$ cat src/core/ied_regs.svh
`ifndef IED_REGS_SVH
`define IED_REGS_SVH

// ****************************************
// vector numbers and masks
// ****************************************
`define IED_NUM_EXC 20
`define IED_VEC_DF 8'h08
`define IED_VEC_NMI 8'h02
`define IED_VEC_USER 8'h20
// sources that may arrive on exc_req: 0,1,3-7,10-14,16-19
`define IED_EXC_LEGAL 20'hf7cfb
// vectors that push an error code: 8,10-14,17
`define IED_ERR_MASK 20'h27d00
`define IED_IF_BIT 9
`define IED_DEPTH_W 4

`endif

$ cat src/core/ied_pkg.sv
package ied_pkg;

    typedef enum logic [1:0] {
        IED_GATE_INTR = 2'h0,
        IED_GATE_TRAP = 2'h1,
        IED_GATE_TASK = 2'h2
    } ied_gate_e;

    typedef struct packed {
        logic present;
        ied_gate_e kind;
        logic [1:0] dpl;
        logic [15:0] sel;
        logic [31:0] offset;
    } ied_gate_s;

    typedef struct packed {
        logic [31:0] flags;
        logic [15:0] cs;
        logic [31:0] ip;
    } ied_ctx_s;

    typedef enum logic [3:0] {
        IED_ST_IDLE = 4'h0,
        IED_ST_FETCH = 4'h1,
        IED_ST_PUSH_FL = 4'h2,
        IED_ST_PUSH_CS = 4'h3,
        IED_ST_PUSH_IP = 4'h4,
        IED_ST_PUSH_ERR = 4'h5,
        IED_ST_ENTER = 4'h6,
        IED_ST_SMM = 4'h7,
        IED_ST_RET = 4'h8,
        IED_ST_SHUT = 4'h9
    } ied_state_e;

endpackage

$ cat src/core/ied_first_set.sv
`timescale 1ns/1ps
`default_nettype none

// lowest set bit wins
module ied_first_set #(
    parameter int W = 20,
    parameter int IW = $clog2(W)
) (
    input wire logic [W-1:0] req,
    output logic any,
    output logic [IW-1:0] idx
);

    always_comb
    begin
        any = |req;
        idx = '0;
        for (int i = W - 1; i >= 0; i--)
        begin
            if (req[i])
            begin
                idx = IW'(i);
            end
        end
    end

endmodule // ied_first_set

`default_nettype wire

$ cat src/core/ied_dispatch.sv
// How it works
// - pin interrupts are asynchronous; exceptions are synchronous
// - any accepted event halts the core; all but smi enter their table handler
// - handler return restores the saved flags, code segment and pointer
// - eight-bit vectors index the descriptor table, 256 entries in all
// - predefined vectors 0-8,10-14,16-19; external vectors 32-255 only
// - system management interrupt bypasses the descriptor table
// - entry is either a handler procedure call or a task switch
// - procedure calls read the entry as interrupt gate or trap gate
// - gate selector and offset become the new code segment and pointer
// - interrupt gate entry clears the interrupt enable flag
// - trap gate entry keeps the interrupt enable flag
// - vector 0 for divide error
// - vector 1 for debug event, vector 2 for non-maskable pin
// - vectors 3, 4, 5 for breakpoint, overflow and range traps
// - vector 6 for invalid opcode
// - vector 7 for math unit unavailable
// - a fault during delivery becomes double fault; another one shuts down
// - vector 9 is reserved; only a software interrupt can raise it
// - vectors 10 and 11 for task segment and absent segment faults
// - vectors 15 and 22-31 reserved; vector 13 for protection faults
// - push flags, code segment, pointer, then any error code
`timescale 1ns/1ps
`default_nettype none
`include "ied_regs.svh"

module ied_dispatch import ied_pkg::*; #(
    parameter int NEXC = `IED_NUM_EXC,
    parameter int DW = `IED_DEPTH_W
) (
    input wire logic core_clk,
    input wire logic rstn,
    input wire logic insn_bound,
    input wire logic [NEXC-1:0] exc_req,
    input wire logic [31:0] exc_err,
    input wire logic sw_int_req,
    input wire logic [7:0] sw_int_vec,
    input wire logic intr_pin,
    input wire logic [7:0] intr_vec_pin,
    input wire logic nmi_pin,
    input wire logic smi_pin,
    input wire ied_ctx_s cur_ctx,
    input wire logic desc_ack,
    input wire ied_gate_s desc_gate,
    input wire logic dlv_fault,
    input wire logic push_ready,
    input wire logic iret_req,
    input wire ied_ctx_s iret_ctx,
    output logic core_halt_ff,
    output logic desc_req_ff,
    output logic [7:0] desc_vec_ff,
    output logic push_valid_ff,
    output logic [31:0] push_data_ff,
    output logic enter_ff,
    output logic task_sw_ff,
    output ied_ctx_s new_ctx_ff,
    output logic intr_ack_ff,
    output logic smm_enter_ff,
    output logic resume_ff,
    output logic shutdown_ff,
    output logic [DW-1:0] depth_ff
);

    localparam int IW = $clog2(NEXC);

    // ****************************************
    // pin synchronisers
    // ****************************************
    logic [10:0] pin_s1_ff;
    logic [10:0] pin_s2_ff;
    logic nmi_d_ff;
    logic smi_d_ff;

    always_ff @(posedge core_clk or negedge rstn)
    begin
        if (!rstn)
        begin
            pin_s1_ff <= 11'h000;
            pin_s2_ff <= 11'h000;
            nmi_d_ff <= 1'b0;
            smi_d_ff <= 1'b0;
        end
        else
        begin
            pin_s1_ff <= {intr_pin, nmi_pin, smi_pin, intr_vec_pin};
            pin_s2_ff <= pin_s1_ff;
            nmi_d_ff <= pin_s2_ff[9];
            smi_d_ff <= pin_s2_ff[8];
        end
    end

    logic intr_s;
    logic [7:0] intr_vec_s;
    assign intr_s = pin_s2_ff[10];
    assign intr_vec_s = pin_s2_ff[7:0];

    // ****************************************
    // pending events and priority
    // ****************************************
    ied_state_e state_ff;
    ied_state_e nxt_state;
    logic nmi_pend_ff;
    logic smi_pend_ff;
    logic nmi_block_ff;
    logic exc_any;
    logic [IW-1:0] exc_idx;
    logic start;
    logic pick_smi;
    logic pick_nmi;
    logic pick_exc;
    logic pick_sw;
    logic pick_intr;
    logic intr_ok;

    ied_first_set #(.W(NEXC)) u_exc_pick (
        .req(exc_req & NEXC'(`IED_EXC_LEGAL)),
        .any(exc_any),
        .idx(exc_idx)
    );

    // a vector below 32 from the controller would alias an exception
    assign intr_ok = intr_s && cur_ctx.flags[`IED_IF_BIT]
        && (intr_vec_s >= `IED_VEC_USER);
    assign start = (state_ff == IED_ST_IDLE) && insn_bound;
    assign pick_smi = start && smi_pend_ff;
    assign pick_nmi = start && !smi_pend_ff && nmi_pend_ff
        && !nmi_block_ff;
    assign pick_exc = start && !smi_pend_ff
        && !(nmi_pend_ff && !nmi_block_ff) && exc_any;
    assign pick_sw = start && !smi_pend_ff
        && !(nmi_pend_ff && !nmi_block_ff) && !exc_any && sw_int_req;
    assign pick_intr = start && !smi_pend_ff
        && !(nmi_pend_ff && !nmi_block_ff) && !exc_any && !sw_int_req
        && intr_ok;

    // set wins over the clear so an edge at delivery is not lost
    always_ff @(posedge core_clk or negedge rstn)
    begin
        if (!rstn)
        begin
            nmi_pend_ff <= 1'b0;
            smi_pend_ff <= 1'b0;
        end
        else
        begin
            nmi_pend_ff <= (pin_s2_ff[9] && !nmi_d_ff)
                || (nmi_pend_ff && !pick_nmi);
            smi_pend_ff <= (pin_s2_ff[8] && !smi_d_ff)
                || (smi_pend_ff && !pick_smi);
        end
    end

    // ****************************************
    // delivery state machine
    // ****************************************
    logic df_ff;
    logic has_err_ff;
    logic src_sw_ff;
    logic [7:0] vec_ff;
    logic [31:0] err_ff;
    ied_ctx_s ctx_ff;
    ied_ctx_s ret_ctx_ff;
    ied_gate_s gate_ff;
    logic push_go;
    logic fault_now;

    assign push_go = push_valid_ff && push_ready;
    assign fault_now = dlv_fault || ((state_ff == IED_ST_FETCH)
        && desc_ack && !desc_gate.present);

    always_comb
    begin
        nxt_state = state_ff;
        case (state_ff)
            IED_ST_IDLE:
            begin
                if (pick_smi)
                    nxt_state = IED_ST_SMM;
                else if (pick_nmi || pick_exc || pick_sw || pick_intr)
                    nxt_state = IED_ST_FETCH;
                else if (iret_req && (depth_ff != '0))
                    nxt_state = IED_ST_RET;
            end
            IED_ST_FETCH:
            begin
                if (fault_now)
                    nxt_state = df_ff ? IED_ST_SHUT : IED_ST_FETCH;
                else if (desc_ack && desc_gate.kind == IED_GATE_TASK)
                    nxt_state = IED_ST_ENTER;
                else if (desc_ack)
                    nxt_state = IED_ST_PUSH_FL;
            end
            IED_ST_PUSH_FL, IED_ST_PUSH_CS, IED_ST_PUSH_IP,
            IED_ST_PUSH_ERR:
            begin
                if (dlv_fault)
                    nxt_state = df_ff ? IED_ST_SHUT : IED_ST_FETCH;
                else if (push_go)
                begin
                    case (state_ff)
                        IED_ST_PUSH_FL: nxt_state = IED_ST_PUSH_CS;
                        IED_ST_PUSH_CS: nxt_state = IED_ST_PUSH_IP;
                        IED_ST_PUSH_IP:
                            nxt_state = has_err_ff ? IED_ST_PUSH_ERR
                                : IED_ST_ENTER;
                        default: nxt_state = IED_ST_ENTER;
                    endcase
                end
            end
            IED_ST_ENTER, IED_ST_SMM, IED_ST_RET:
                nxt_state = IED_ST_IDLE;
            IED_ST_SHUT:
                nxt_state = IED_ST_SHUT;
            default:
                nxt_state = IED_ST_IDLE;
        endcase
    end

    always_ff @(posedge core_clk or negedge rstn)
    begin
        if (!rstn)
            state_ff <= IED_ST_IDLE;
        else
            state_ff <= nxt_state;
    end

    // ****************************************
    // event context
    // ****************************************
    always_ff @(posedge core_clk or negedge rstn)
    begin
        if (!rstn)
        begin
            vec_ff <= 8'h00;
            err_ff <= 32'h0000_0000;
            has_err_ff <= 1'b0;
            df_ff <= 1'b0;
            src_sw_ff <= 1'b0;
            ctx_ff <= '0;
        end
        else if (state_ff == IED_ST_IDLE && nxt_state == IED_ST_FETCH)
        begin
            ctx_ff <= cur_ctx;
            df_ff <= 1'b0;
            src_sw_ff <= pick_sw;
            err_ff <= exc_err;
            has_err_ff <= pick_exc
                && (((`IED_ERR_MASK >> exc_idx) & 20'h00001) != 20'h00000);
            // exception index equals its vector
            if (pick_nmi)
                vec_ff <= `IED_VEC_NMI;
            else if (pick_exc)
                vec_ff <= 8'(exc_idx);
            else if (pick_sw)
                vec_ff <= sw_int_vec;
            else
                vec_ff <= intr_vec_s;
        end
        else if (fault_now && !df_ff && state_ff != IED_ST_IDLE)
        begin
            vec_ff <= `IED_VEC_DF;
            err_ff <= 32'h0000_0000;
            has_err_ff <= 1'b1;
            df_ff <= 1'b1;
            src_sw_ff <= 1'b0;
        end
    end

    always_ff @(posedge core_clk or negedge rstn)
    begin
        if (!rstn)
            gate_ff <= '0;
        else if (state_ff == IED_ST_FETCH && desc_ack)
            gate_ff <= desc_gate;
    end

    always_ff @(posedge core_clk or negedge rstn)
    begin
        if (!rstn)
            ret_ctx_ff <= '0;
        else if (nxt_state == IED_ST_RET)
            ret_ctx_ff <= iret_ctx;
    end

    // ****************************************
    // table and stack ports
    // ****************************************
    always_ff @(posedge core_clk or negedge rstn)
    begin
        if (!rstn)
        begin
            desc_req_ff <= 1'b0;
            desc_vec_ff <= 8'h00;
        end
        else
        begin
            desc_req_ff <= (nxt_state == IED_ST_FETCH);
            desc_vec_ff <= (fault_now && !df_ff) ? `IED_VEC_DF
                : (state_ff == IED_ST_IDLE) ? nxt_vec() : vec_ff;
        end
    end

    // vector being picked this cycle, for the table request
    function automatic logic [7:0] nxt_vec();
        logic [7:0] v;
        v = intr_vec_s;
        if (pick_nmi)
            v = `IED_VEC_NMI;
        else if (pick_exc)
            v = 8'(exc_idx);
        else if (pick_sw)
            v = sw_int_vec;
        return v;
    endfunction

    always_ff @(posedge core_clk or negedge rstn)
    begin
        if (!rstn)
        begin
            push_valid_ff <= 1'b0;
            push_data_ff <= 32'h0000_0000;
        end
        else
        begin
            push_valid_ff <= 1'b0;
            push_data_ff <= 32'h0000_0000;
            case (nxt_state)
                IED_ST_PUSH_FL:
                begin
                    push_valid_ff <= 1'b1;
                    push_data_ff <= ctx_ff.flags;
                end
                IED_ST_PUSH_CS:
                begin
                    push_valid_ff <= 1'b1;
                    push_data_ff <= {16'h0000, ctx_ff.cs};
                end
                IED_ST_PUSH_IP:
                begin
                    push_valid_ff <= 1'b1;
                    push_data_ff <= ctx_ff.ip;
                end
                IED_ST_PUSH_ERR:
                begin
                    push_valid_ff <= 1'b1;
                    push_data_ff <= err_ff;
                end
                default:
                begin
                    push_valid_ff <= 1'b0;
                end
            endcase
        end
    end

    // ****************************************
    // handler entry, return and core control
    // ****************************************
    always_ff @(posedge core_clk or negedge rstn)
    begin
        if (!rstn)
        begin
            enter_ff <= 1'b0;
            task_sw_ff <= 1'b0;
            resume_ff <= 1'b0;
            new_ctx_ff <= '0;
        end
        else
        begin
            enter_ff <= 1'b0;
            task_sw_ff <= 1'b0;
            resume_ff <= 1'b0;
            if (state_ff == IED_ST_ENTER)
            begin
                task_sw_ff <= (gate_ff.kind == IED_GATE_TASK);
                enter_ff <= (gate_ff.kind != IED_GATE_TASK);
                new_ctx_ff.cs <= gate_ff.sel;
                new_ctx_ff.ip <= gate_ff.offset;
                new_ctx_ff.flags <= ctx_ff.flags;
                if (gate_ff.kind == IED_GATE_INTR)
                    new_ctx_ff.flags[`IED_IF_BIT] <= 1'b0;
            end
            else if (state_ff == IED_ST_RET)
            begin
                resume_ff <= 1'b1;
                new_ctx_ff <= ret_ctx_ff;
            end
        end
    end

    always_ff @(posedge core_clk or negedge rstn)
    begin
        if (!rstn)
        begin
            core_halt_ff <= 1'b0;
            intr_ack_ff <= 1'b0;
            smm_enter_ff <= 1'b0;
            shutdown_ff <= 1'b0;
        end
        else
        begin
            core_halt_ff <= (nxt_state != IED_ST_IDLE);
            intr_ack_ff <= pick_intr;
            smm_enter_ff <= (state_ff == IED_ST_SMM);
            shutdown_ff <= (nxt_state == IED_ST_SHUT);
        end
    end

    // nesting depth saturates; nmi stays blocked until the next return
    always_ff @(posedge core_clk or negedge rstn)
    begin
        if (!rstn)
        begin
            depth_ff <= '0;
            nmi_block_ff <= 1'b0;
        end
        else
        begin
            if (state_ff == IED_ST_ENTER && depth_ff != '1)
                depth_ff <= depth_ff + 1'b1;
            else if (state_ff == IED_ST_RET)
                depth_ff <= depth_ff - 1'b1;
            if (pick_nmi)
                nmi_block_ff <= 1'b1;
            else if (state_ff == IED_ST_RET)
                nmi_block_ff <= 1'b0;
        end
    end
endmodule // ied_dispatch

`default_nettype wire

$ cat config.mk
export PLATFORM = sky130hd
export DESIGN_NAME = ied_dispatch
export DESIGN_NICKNAME = d
export VERILOG_FILES = /design/src/core/ied_pkg.sv /design/src/core/ied_first_set.sv /design/src/core/ied_dispatch.sv
export VERILOG_INCLUDE_DIRS = /design/src /design/src/core
export SDC_FILE = /design/constraint.sdc
export NUM_CORES = 1
export LEC_CHECK = 0
export BUFFER_PORTS_ARGS = -buffer_cell sky130_fd_sc_hd__buf_2
export CAP_MARGIN = 20
export CORE_AREA = 2 2 181 183
export CTS_CLUSTER_DIAMETER = 50
export DETAILED_ROUTE_END_ITERATION = 6
export DIE_AREA = 0 0 183 185
export PLACE_DENSITY = 0.8
export SLEW_MARGIN = 20
export SYNTH_ARGS = -nofsm -noshare
export SYNTH_HDL_FRONTEND = slang
export SYNTH_SLANG_ARGS = --single-unit
export TNS_END_PERCENT = 1
$ cat constraint.sdc
create_clock -name core_clk -period 3.05 [get_ports core_clk]
set_clock_uncertainty 0.2 [all_clocks]
set_input_delay 0.305 -clock core_clk [delete_from_list [all_inputs] [get_ports core_clk]]
set_output_delay 0.305 -clock core_clk [all_outputs]
set_load 0.05 [all_outputs]
; ---- After elaboration in Yosys (flattened, before gate mapping)
; Index checks and enable logic that the tools add are counted.
[totals]
register_bits = 416
elab_cells = 170
[op_classes]
n_lt_le_gt_ge = 1
n_reduce_logical = 57
n_addsub = 2
n_eq_ne = 20
n_shift = 1
muxes = 53
[ops]
columns = operator, n
row1 = 80-bit two-way mux, 2
row2 = 32-bit one-hot mux with 4 select lines, 1
row3 = 5-bit two-way mux, 16
row4 = 32-bit two-way mux, 2
row5 = 8-bit two-way mux, 7
row6 = 4-bit two-way mux, 11
row7 = 1-bit logical AND, 28
row8 = 4-bit by 3-bit equality test with 1-bit output (second input constant), 6
row9 = 18-bit by 5-bit right shift with 1-bit output (first input constant), 1
row10 = 4-bit by 2-bit equality test with 1-bit output (second input constant), 4
row11 = 4-bit equality test (second input constant), 4
row12 = 4-bit one-hot mux with 4 select lines, 1
row13 = 16-bit OR reduction, 1
row14 = 4-bit nonzero test, 3
row15 = 1-bit logical NOT, 11
row16 = 1-bit two-way mux, 11
row17 = 3-bit one-hot mux with 3 select lines, 1
row18 = 4-bit by 1-bit equality test with 1-bit output (second input constant), 2
row19 = 8-bit by 6-bit >= comparator with 1-bit output (second input constant), 1
row20 = 2-bit nonzero test, 4
row21 = 4-bit OR reduction, 2
row22 = 1-bit logical OR, 6
row23 = 4-bit by 1-bit adder with 4-bit output (second input constant), 1
row24 = 2-bit equality test (second input constant), 2
row25 = 6 further kinds, 6

; ---- Longest topological paths before layout
; Gate-level depths: netlist of the first run.
[depth]
ltp_word = 20
ltp_mapped = 12
ltp_nobuf = 10

; ---- By module
; From an unflattened synthesis of the first run, not the netlist that was laid out.
[unflattened]
cells_unflattened = 1273
area_unflattened_um2 = 17055.1
[by_module_without_submodules]
columns = mod, cells_each, instances, seq_area_each_um2, area_per_inst_um2
row1 = ied_dispatch, 1234, 1, 10410.0, 16823.6
row2 = ied_first_set, 39, 1, 0.0, 231.5

; ---- Least setup slack after synthesis of the first run
; No wires, ideal clock.
[synth_path]
path_kind = in2reg
start = input exc_req[4]
end = register push_data_ff[19]
setup_time_ns = 0.130
required_ns = 2.720
slack_ns = 0.222
arrival_ns = 2.498
path_stages = 9
cell_sequence = or4_4 -> and4bb_2 -> a31oi_1 -> or4_1 -> buf_2 -> and2_1 -> buf_6 -> buf_6 -> o2bb2ai_1
[synth_between]
elab_chain_len = 11
[synth_lines]
columns = element, line
row1 = "start, declared", ied_dispatch.sv:34  ; input wire logic [NEXC-1:0] exc_req,
row2 = 16-bit OR reduction *, ied_first_set.sv:16  ; any = |req;
row3 = 1-bit logical NOT, "ied_dispatch.sv:131, ied_dispatch.sv:133"
row4 = 1-bit logical AND, "ied_dispatch.sv:131, ied_dispatch.sv:133"
row5 = "1-bit logical AND, on equally long branches", "ied_dispatch.sv:131, ied_dispatch.sv:133"
row6 = 1-bit logical OR or 1-bit logical AND (tied branches), "ied_dispatch.sv:179, ied_dispatch.sv:134"
row7 = 1-bit logical OR *, ied_dispatch.sv:179  ; else if (pick_nmi || pick_exc || pick_sw || pick_intr)
row8 = 4-bit two-way mux *, ied_dispatch.sv:179
row9 = 4-bit two-way mux *, ied_dispatch.sv:177  ; if (pick_smi)
row10 = 4-bit one-hot mux with 4 select lines *, ied_dispatch.sv:174  ; case (state_ff)
row11 = 4-bit by 3-bit equality test with 1-bit output or 4-bit by 2-bit equality test with 1-bit output (tied branches), ied_dispatch.sv:327  ; case (nxt_state)
row12 = 32-bit one-hot mux with 4 select lines *, ied_dispatch.sv:327
row13 = "end signal, assigned", ied_dispatch.sv:331  ; push_data_ff <= ctx_ff.flags;
row14 = "end signal, assigned", ied_dispatch.sv:336  ; push_data_ff <= {16'h0000, ctx_ff.cs};
row15 = "end signal, assigned", ied_dispatch.sv:341  ; push_data_ff <= ctx_ff.ip;
row16 = "end, declared", ied_dispatch.sv:53  ; output logic [31:0] push_data_ff,
; Every way passes the cells marked *; elsewhere a longest branch is shown, timed or not.
; A chain may end at the register's enable or synchronous reset.

; ---- Worst setup path after layout of the first run
[layout_path]
start = register state_ff[2]
end = register push_data_ff[30]
[layout_between]
elab_chain_len = 13
[layout_lines]
columns = element, line
row1 = "start, declared", ied_dispatch.sv:100  ; ied_state_e state_ff;
row2 = "start signal, assigned", ied_dispatch.sv:224  ; state_ff <= nxt_state;
row3 = 4-bit logical NOT, "ied_dispatch.sv:124, ied_dispatch.sv:174"
row4 = 1-bit logical AND, ied_dispatch.sv:124  ; assign start = (state_ff == IED_ST_IDLE) && insn_bound;
row5 = 1-bit logical AND, n/a
row6 = "1-bit logical AND, on equally long branches (2 in a row)", n/a
row7 = "1-bit logical OR, or another cell as far along", ied_dispatch.sv:179
row8 = 1-bit logical OR or 1-bit logical AND (tied branches), "ied_dispatch.sv:179, ied_dispatch.sv:134"
row9 = 1-bit logical OR, ied_dispatch.sv:179
row10 = 4-bit two-way mux, ied_dispatch.sv:179
row11 = 4-bit two-way mux, ied_dispatch.sv:177
row12 = 4-bit one-hot mux with 4 select lines *, ied_dispatch.sv:174
row13 = 4-bit by 3-bit equality test with 1-bit output or 4-bit by 2-bit equality test with 1-bit output (tied branches), ied_dispatch.sv:327
row14 = 32-bit one-hot mux with 4 select lines *, ied_dispatch.sv:327
; Marks and branches as above.

==> impl_metrics.csv, run 1 <==
group,metric,value,unit
flow_run,cap_violations,0,
worst_hold_path,whs_path_depth,4,
critical_path,crit_type,"register to register",
placed_design,dp_cells,2047,
clock_network,cts_buffers,46,
power_and_ir_drop,finalPower,25.26,mW
layout,final_cell_mix,"buf_2, dfrtp_1, dlygate4sd3_1, mux2_2, nand2_1",
critical_path,start_kind,"register",
sta,finalSetupViolCount,0,
synthesis,synthesis.area,0.01673,mm²
layout,nets,2241,
clock_network,clock_sinks,416,
layout,final_common_cell,"buf_2",
global_routing,grt_pass1_wl,85050,µm
synthesis,async_flop_share,1.000,
critical_path,slowest_delay,0.59,ns
layout,drive_above_1_share,0.3918,
global_routing,grt_overflow_total,0,
critical_path,worst-path-buf-inv,1,
floorplan,ios,425,
critical_path,critPathRequiredTime,3.31,ns
power_and_ir_drop,peakVddDrop,0.0008428,V
clock_network,clock_latency,0.55,ns
critical_path,slowest_stage,"and4_2",
sta,finalHoldViolations,0,
placed_design,dp_hpwl,31570,µm
route,wl_per_cell,22.99,µm
global_routing,grt_start_max_net_pins,164,
route,viasPerCell,5.689,
floorplan,die-area,0.03386,mm²
synthesis,synth_cell_types,63,
global_routing,grt_pass1_vias,14820,
critical_path,r2r-start,"state_ff[2]",
floorplan,die_y,185,µm
route,wirelength,55140,µm
synthesis,yosysSeqAreaShare,0.6221,
sta,slew_headroom,0.4895,
floorplan,fp.dieW,183,µm
critical_path,end_kind,"register",
placed_design,portBuffers,418,
power_and_ir_drop,powerDensity,1059,mW/mm²
sta,worst_pin_slew,0.7658,ns
synthesis,yosysWarnings,0,
layout,fin_cells,2399,
worst_hold_path,hold-path-endpoint,"vec_ff[7]",
synthesis,ys.flop_type,"dfrtp_1",
clock_network,clockRootBuffer,"clkbuf_16",
clock_network,cts_tree,"yes",
sta,maxClockFrequency,349.4,MHz
run_status,outcome,"completed",
critical_path,r2r-end,"push_data_ff[30]",
global_routing,antenna_found_initial,9,
synthesis,synth_fp_nets,1549,
synthesis,ys_ff_latch,416,
floorplan,fp.coreArea,0.03204,mm²
clock_network,clkTransAtPathRegs,0.06,ns
worst_hold_path,holdCritStartpoint,"sw_int_vec[7]",
route,vias,13650,
sta,tns,0,ns
sta,rsz0062_at_grt,"false",
sta,period_minus_slack,2.862,ns
route,drc,0,
critical_path,r2r_slack,0.19,ns
critical_path,rr_worst_depth,7,
route,drt-initial-drc-count,856,
critical_path,cp_data_arrival_time,3.12,ns
sta,finalCritPeriodShare,0.9384,
floorplan,num_rows,66,
clock_network,post_cts_buffers,0,
synthesis,synth_edf_count,0,
clock_network,clockBufferDepth,3,
placed_design,place_congestion,0.8923,
global_routing,gr-usage-all-layers,0.3258,
synthesis,syn_inst,1254,
synthesis,synth_area_per_cell,13.35,µm²
route,dr.pass1.iters,5,
power_and_ir_drop,power_leakage,10.99,nW
sta,drv_slew,0,
critical_path,path_cells,"nor2b_1 > and4b_1 > nor3_1 > and4_2 > buf_4 > a22oi_1 > o2bb2ai_1",
sta,whs,0.04352,ns
clock_network,cts_resized,0,
worst_hold_path,hp-class,"input pin to register",
route,drt.antenna.violating_nets,0,
floorplan,start_util,0.5223,
critical_path,crit_family,"simple AND/OR/NAND/NOR gates",
critical_path,cp_max_fo,15,
clock_network,htree_levels,2,
layout,synthToLayoutAreaGrowth,42.53,%
final cells by class:
class,count,area (µm²)
Sequential cell,416,10410
Fill cell,1907,8188
Multi-Input combinational cell,749,6032
Timing Repair Buffer,725,5218
Clock buffer,57,1262
Tap cell,408,510.5
Clock inverter,28,367.9
Inverter,8,32.53
Antenna cell,8,20.02
state kept, by name (all words and copies together) (netlist names), 4 cells and up:
signal,flops
pin_s2_ff,11
desc_vec_ff,8
vec_ff,8
err_ff,32
gate_ff,50
push_data_ff,32
state_ff,4
depth_ff,4
pin_s1_ff,11
new_ctx_ff,80
ctx_ff,80
ret_ctx_ff,80
layer usage:
layer	vias up	share of wire	GRT usage
met3	199	0.081	0.08317
li1	5937	-	-
met4	0	0.051	0.1642
met2	743	0.50	0.5521
met1	6769	0.37	0.3878
met5	-	0	0
logic make-up after synthesis:
| group | count (synthesis) | synth area share |
|---|---|---|
| simple gates | 192 | 0.05660 |
| compound gates | 254 | 0.1027 |
| mux | 297 | 0.1933 |
| xor+xnor | 3 | 0.001570 |
| buf+inv | 89 | 0.02101 |
| fa+ha+maj | 3 | 0.002691 |
| flops | 416 | 0.6221 |
metrics by stage:
| stage | setup slack [ns] | utilization | cell area, µm² |
|---|---|---|---|
| finish | 0.1878 | 0.7445 | 23850 |
| global placement | 0.01527 | 0.6120 | 19610 |
| global route | 0.02306 | 0.7444 | 23850 |
| floorplan | 0.2223 | - | 16730 |
| detailed placement | -0.02289 | 0.6120 | 19610 |
| CTS | 0.2165 | 0.7438 | 23830 |
synthesized netlist by cell type (6+ instances only):
library cell	number	area, µm²
nand2_1	101	379.1
a21oi_1	33	165.2
nor3_1	9	45.04
a221oi_1	17	148.9
inv_1	7	26.28
a22oi_1	32	240.2
o21ai_0	87	435.4
dfrtp_1	416	10410
o2bb2ai_1	19	166.4
mux2i_1	87	870.8
buf_1	6	22.52
a22o_1	35	306.5
mux2_2	210	2365
clkbuf_1	71	266.5
nor2b_1	7	43.79
nor2_1	27	101.4
power breakdown:
| group | switching (mW) | internal [mW] |
|---|---|---|
| Clock | 2.39 | 3.57 |
| Sequential | 1.69 | 7.98 |
| Combinational | 6.03 | 3.60 |
how the worst max path moves through the flow:
stage | start | endpoint | slack [ns] | cells past startpoint
after global routing | state_ff[3] | push_data_ff[3] | 0.02 | 7
after detailed placement | exc_req[4] | push_data_ff[11] | -0.02 | 8
final | state_ff[2] | push_data_ff[30] | 0.19 | 7
after floorplan | exc_req[4] | push_data_ff[19] | 0.22 | 9
after CTS | state_ff[2] | push_data_ff[30] | 0.22 | 7
after global placement | exc_req[4] | push_data_ff[7] | 0.02 | 8
timing repair:
item / in CTS / in global routing
hold buffers: 259 / 0
hold endpoints to repair: 348 / 0
endpoints found under the setup margin: 0 / 0
worst register-to-register path, cell delays in order (launching register included):
cell	delay [ns]
dfrtp_1	0.49
nor2b_1	0.21
and4b_1	0.23
nor3_1	0.49
and4_2	0.59
buf_4	0.27
a22oi_1	0.12
o2bb2ai_1	0.18
Note: power is estimated with default switching activity, not from simulation.
==> run 2, diff against run 1 <==
--- a/config.mk
+++ b/config.mk
@@ -6,15 +6,16 @@
 export SDC_FILE = /design/constraint.sdc
 export NUM_CORES = 1
 export LEC_CHECK = 0
-export BUFFER_PORTS_ARGS = -buffer_cell sky130_fd_sc_hd__buf_2
 export CAP_MARGIN = 20
-export CORE_AREA = 2 2 181 183
+export CORE_AREA = 2 2 172 174
 export CTS_CLUSTER_DIAMETER = 50
 export DETAILED_ROUTE_END_ITERATION = 6
-export DIE_AREA = 0 0 183 185
-export PLACE_DENSITY = 0.8
+export DIE_AREA = 0 0 174 176
+export DONT_BUFFER_PORTS = 1
+export PLACE_DENSITY = 0.76
 export SLEW_MARGIN = 20
 export SYNTH_ARGS = -nofsm -noshare
 export SYNTH_HDL_FRONTEND = slang
+export SYNTH_HIERARCHICAL = 1
 export SYNTH_SLANG_ARGS = --single-unit
 export TNS_END_PERCENT = 1
==> run 2 against run 1 <==
The run now ends with hold timing, slew limit left; total power shrank 1.6%; critical path depth shrank 1; worst setup slack gained 0.080 ns; core utilization grew 1.3 points; global-route usage shrank 1.3 points; non-clock buffer count shrank 430; largest cell class unchanged.
==> impl_metrics.csv, run 2 <==
group,metric,value,unit
global_routing,gr-usage-all-layers,0.3128,
layout,synthToLayoutAreaGrowth,26.75,%
floorplan,num_rows,62,
sta,slew_headroom,-0.01452,
floorplan,die-area,0.03062,mm²
layout,reg_top3,"ctx_ff: 80 flops, new_ctx_ff: 80 flops, ret_ctx_ff: 80 flops",
sta,period_minus_slack,2.783,ns
synthesis,yosys.area.top_type,"dfrtp_1",
sta,finalSetupViolCount,0,
power_and_ir_drop,peakVddDrop,0.0007171,V
route,wirelength,48270,µm
route,drt.antenna.violating_nets,0,
layout,drive_above_1_share,0.2133,
layout,final_common_cell,"dfrtp_1",
synthesis,yosysSeqAreaShare,0.6104,
clock_network,cts_hold_buf,263,
placed_design,place_congestion,0.8747,
synthesis,post-synth-top-count-cell,"dfrtp_1",
global_routing,grt_pass1_wl,74550,µm
sta,tns,0,ns
sta,whs,-0.7269,ns
sta,finalHoldViolations,416,
synthesis,synthesis.area,0.01706,mm²
synthesis,synth_top_area_share,0.6104,
global_routing,use_met2,0.5452,
critical_path,critPathRequiredTime,3.31,ns
floorplan,start_util,0.5974,
critical_path,crit_type,"register to register",
synthesis,async_flop_share,1.000,
sta,finalCritPeriodShare,0.9123,
synthesis,synth_edf_count,0,
clock_network,clock_sinks,416,
critical_path,rr_worst_depth,6,
layout,final_cell_mix,"dfrtp_1, dlygate4sd3_1, mux2_2, mux2i_1, nand2_1",
floorplan,ios,425,
global_routing,busiest_layer,"met2",
route,dr.pass1.iters,7,
run_status,outcome,"finished with violations",
flow_run,cap_violations,0,
synthesis,ys_ff_latch,416,
critical_path,r2r_slack,0.27,ns
global_routing,antenna_found_initial,4,
worst_hold_path,hp-class,"input pin to async pin",
route,vias,11760,
floorplan,fp.coreArea,0.02855,mm²
placed_design,dp_hpwl,28900,µm
clock_network,cts_buffers,45,
global_routing,grt_pass1_vias,12910,
clock_network,clockBufferDepth,3,
sta,drv_slew,43,
global_routing,grt.met1_usage,0.3675,
floorplan,die_y,176,µm
clock_network,clkTransAtPathRegs,0.06,ns
critical_path,end_kind,"register",
route,drc,0,
route,viasPerCell,5.986,
critical_path,r2r-end,"vec_ff[0]",
global_routing,grt_overflow_total,0,
sta,worst_pin_slew,1.522,ns
route,drt-initial-drc-count,887,
sta,rsz0062_at_grt,"false",
floorplan,fp.dieW,174,µm
clock_network,post_cts_buffers,0,
clock_network,cts_tree,"yes",
clock_network,clockRootBuffer,"clkbuf_16",
synthesis,synth_area_per_cell,13.40,µm²
synthesis,synth_common_cells,"dfrtp_1, mux2_2, mux2i_1",
run_status,violations,"hold timing, slew limit",
synthesis,synth_cell_types,64,
power_and_ir_drop,powerDensity,1150,mW/mm²
route,wl_per_cell,24.58,µm
synthesis,ys_top_cells_by_area,"dfrtp_1, mux2_2, mux2i_1",
sta,fin_ws,0.2675,ns
synthesis,yosysWarnings,6,
global_routing,grtUsageMet3,0.07773,
placed_design,portBuffers,0,
critical_path,cp_max_fo,12,
critical_path,r2r-start,"state_ff[2]",
critical_path,start_kind,"register",
synthesis,ys.flop_type,"dfrtp_1",
layout,nets,1843,
sta,maxClockFrequency,359.4,MHz
power_and_ir_drop,power_leakage,9.243,nW
placed_design,pre_cts_ws,-0.1088,ns
clock_network,clock_latency,0.53,ns
clock_network,htree_levels,2,
critical_path,cp_data_arrival_time,3.05,ns
layout,fillers,1624,
synthesis,syn_inst,1273,
global_routing,grt_start_max_net_pins,417,
## run 2: cell types whose count changed after synthesis, sizes merged, moves of 6 or more
| cell | change |
|---|---|
| nand2b | +6 |
| a21oi | -18 |
| inv | +8 |
| o22ai | +16 |
| a22oi | -14 |
| o21ai | +9 |
| a221oi | -15 |
| mux2i | +30 |
| clkbuf | -50 |
| buf | +49 |
## run 2: per-stage QoR
step           utilization  instance area [µm²]  instances  total power [mW]
2_1_floorplan            -                17100       1286             16.98
3_3_place_gp        0.6144                17540       1622             18.48
3_5_place_dp        0.6144                17540       1622             18.90
4_1_cts             0.7568                21600       1959             24.56
5_1_grt             0.7571                21610       1963             25.93
6_report            0.7572                21620       1964             24.87
## run 2: final cells by class
| class | count | area (µm²) | share of cell area |
|---|---|---|---|
| antenna | 5 | 12.51 | 0.0005788 |
| tap | 384 | 480.5 | 0.02223 |
| sequential | 416 | 10410 | 0.4816 |
| timing repair buffer | 295 | 2973 | 0.1375 |
| multi-input combinational | 774 | 6245 | 0.2889 |
| clock buffer | 60 | 1272 | 0.05886 |
| inverter | 16 | 62.56 | 0.002894 |
| clock inverter | 14 | 161.4 | 0.007467 |
## run 2: worst max-delay path, cell delays in order, from the launching register on
cell	delay, ns
dfrtp_1	0.53
nor4_4	0.46
and3_1	0.26
and3_1	0.49
mux2i_1	0.15
o21ai_0	0.41
a22o_1	0.22
## run 2: worst max path at each step
stage,slack (ns),startpoint,end
after floorplan,0.24,exc_req[11],push_data_ff[18]
after global placement,-0.006,exc_req[11],push_data_ff[0]
final,0.27,state_ff[2],vec_ff[0]
after detailed placement,-0.11,exc_req[11],push_data_ff[0]
after CTS,0.32,state_ff[2],push_data_ff[19]
after global routing,0.09,state_ff[2],vec_ff[3]
## run 2: cell families (layout without fill, tap and decap cells)
logic type	Yosys count	in the layout	synth area share
flops	416	416	0.6104
mux	327	327	0.2073
compound gates	232	232	0.09544
simple gates	194	194	0.05385
buf+inv	96	385	0.02810
xor+xnor	4	4	0.002055
fa+ha+maj	3	3	0.002641
other cells	1	19	0.0002199
## run 2: metal layers
metal  vias to the layer above  wire length (µm)
li1                       5116                 -
met1                      5978             17830
met2                       518             24720
met3                       142              3413
met4                         2              2297
met5                         -                 9
## run 2: power by group
group | leakage (nW) | total, mW | internal, mW | switching [mW]
logic | 3.42 | 6.82 | 3.51 | 3.30
clock network | 0.711 | 5.35 | 3.17 | 2.18
registers | 5.12 | 12.7 | 8.03 | 4.67
## run 2: what timing repair did
action	in CTS	in global routing
setup endpoints to repair	0	0
resized for setup	0	0
hold endpoints to repair	687	416
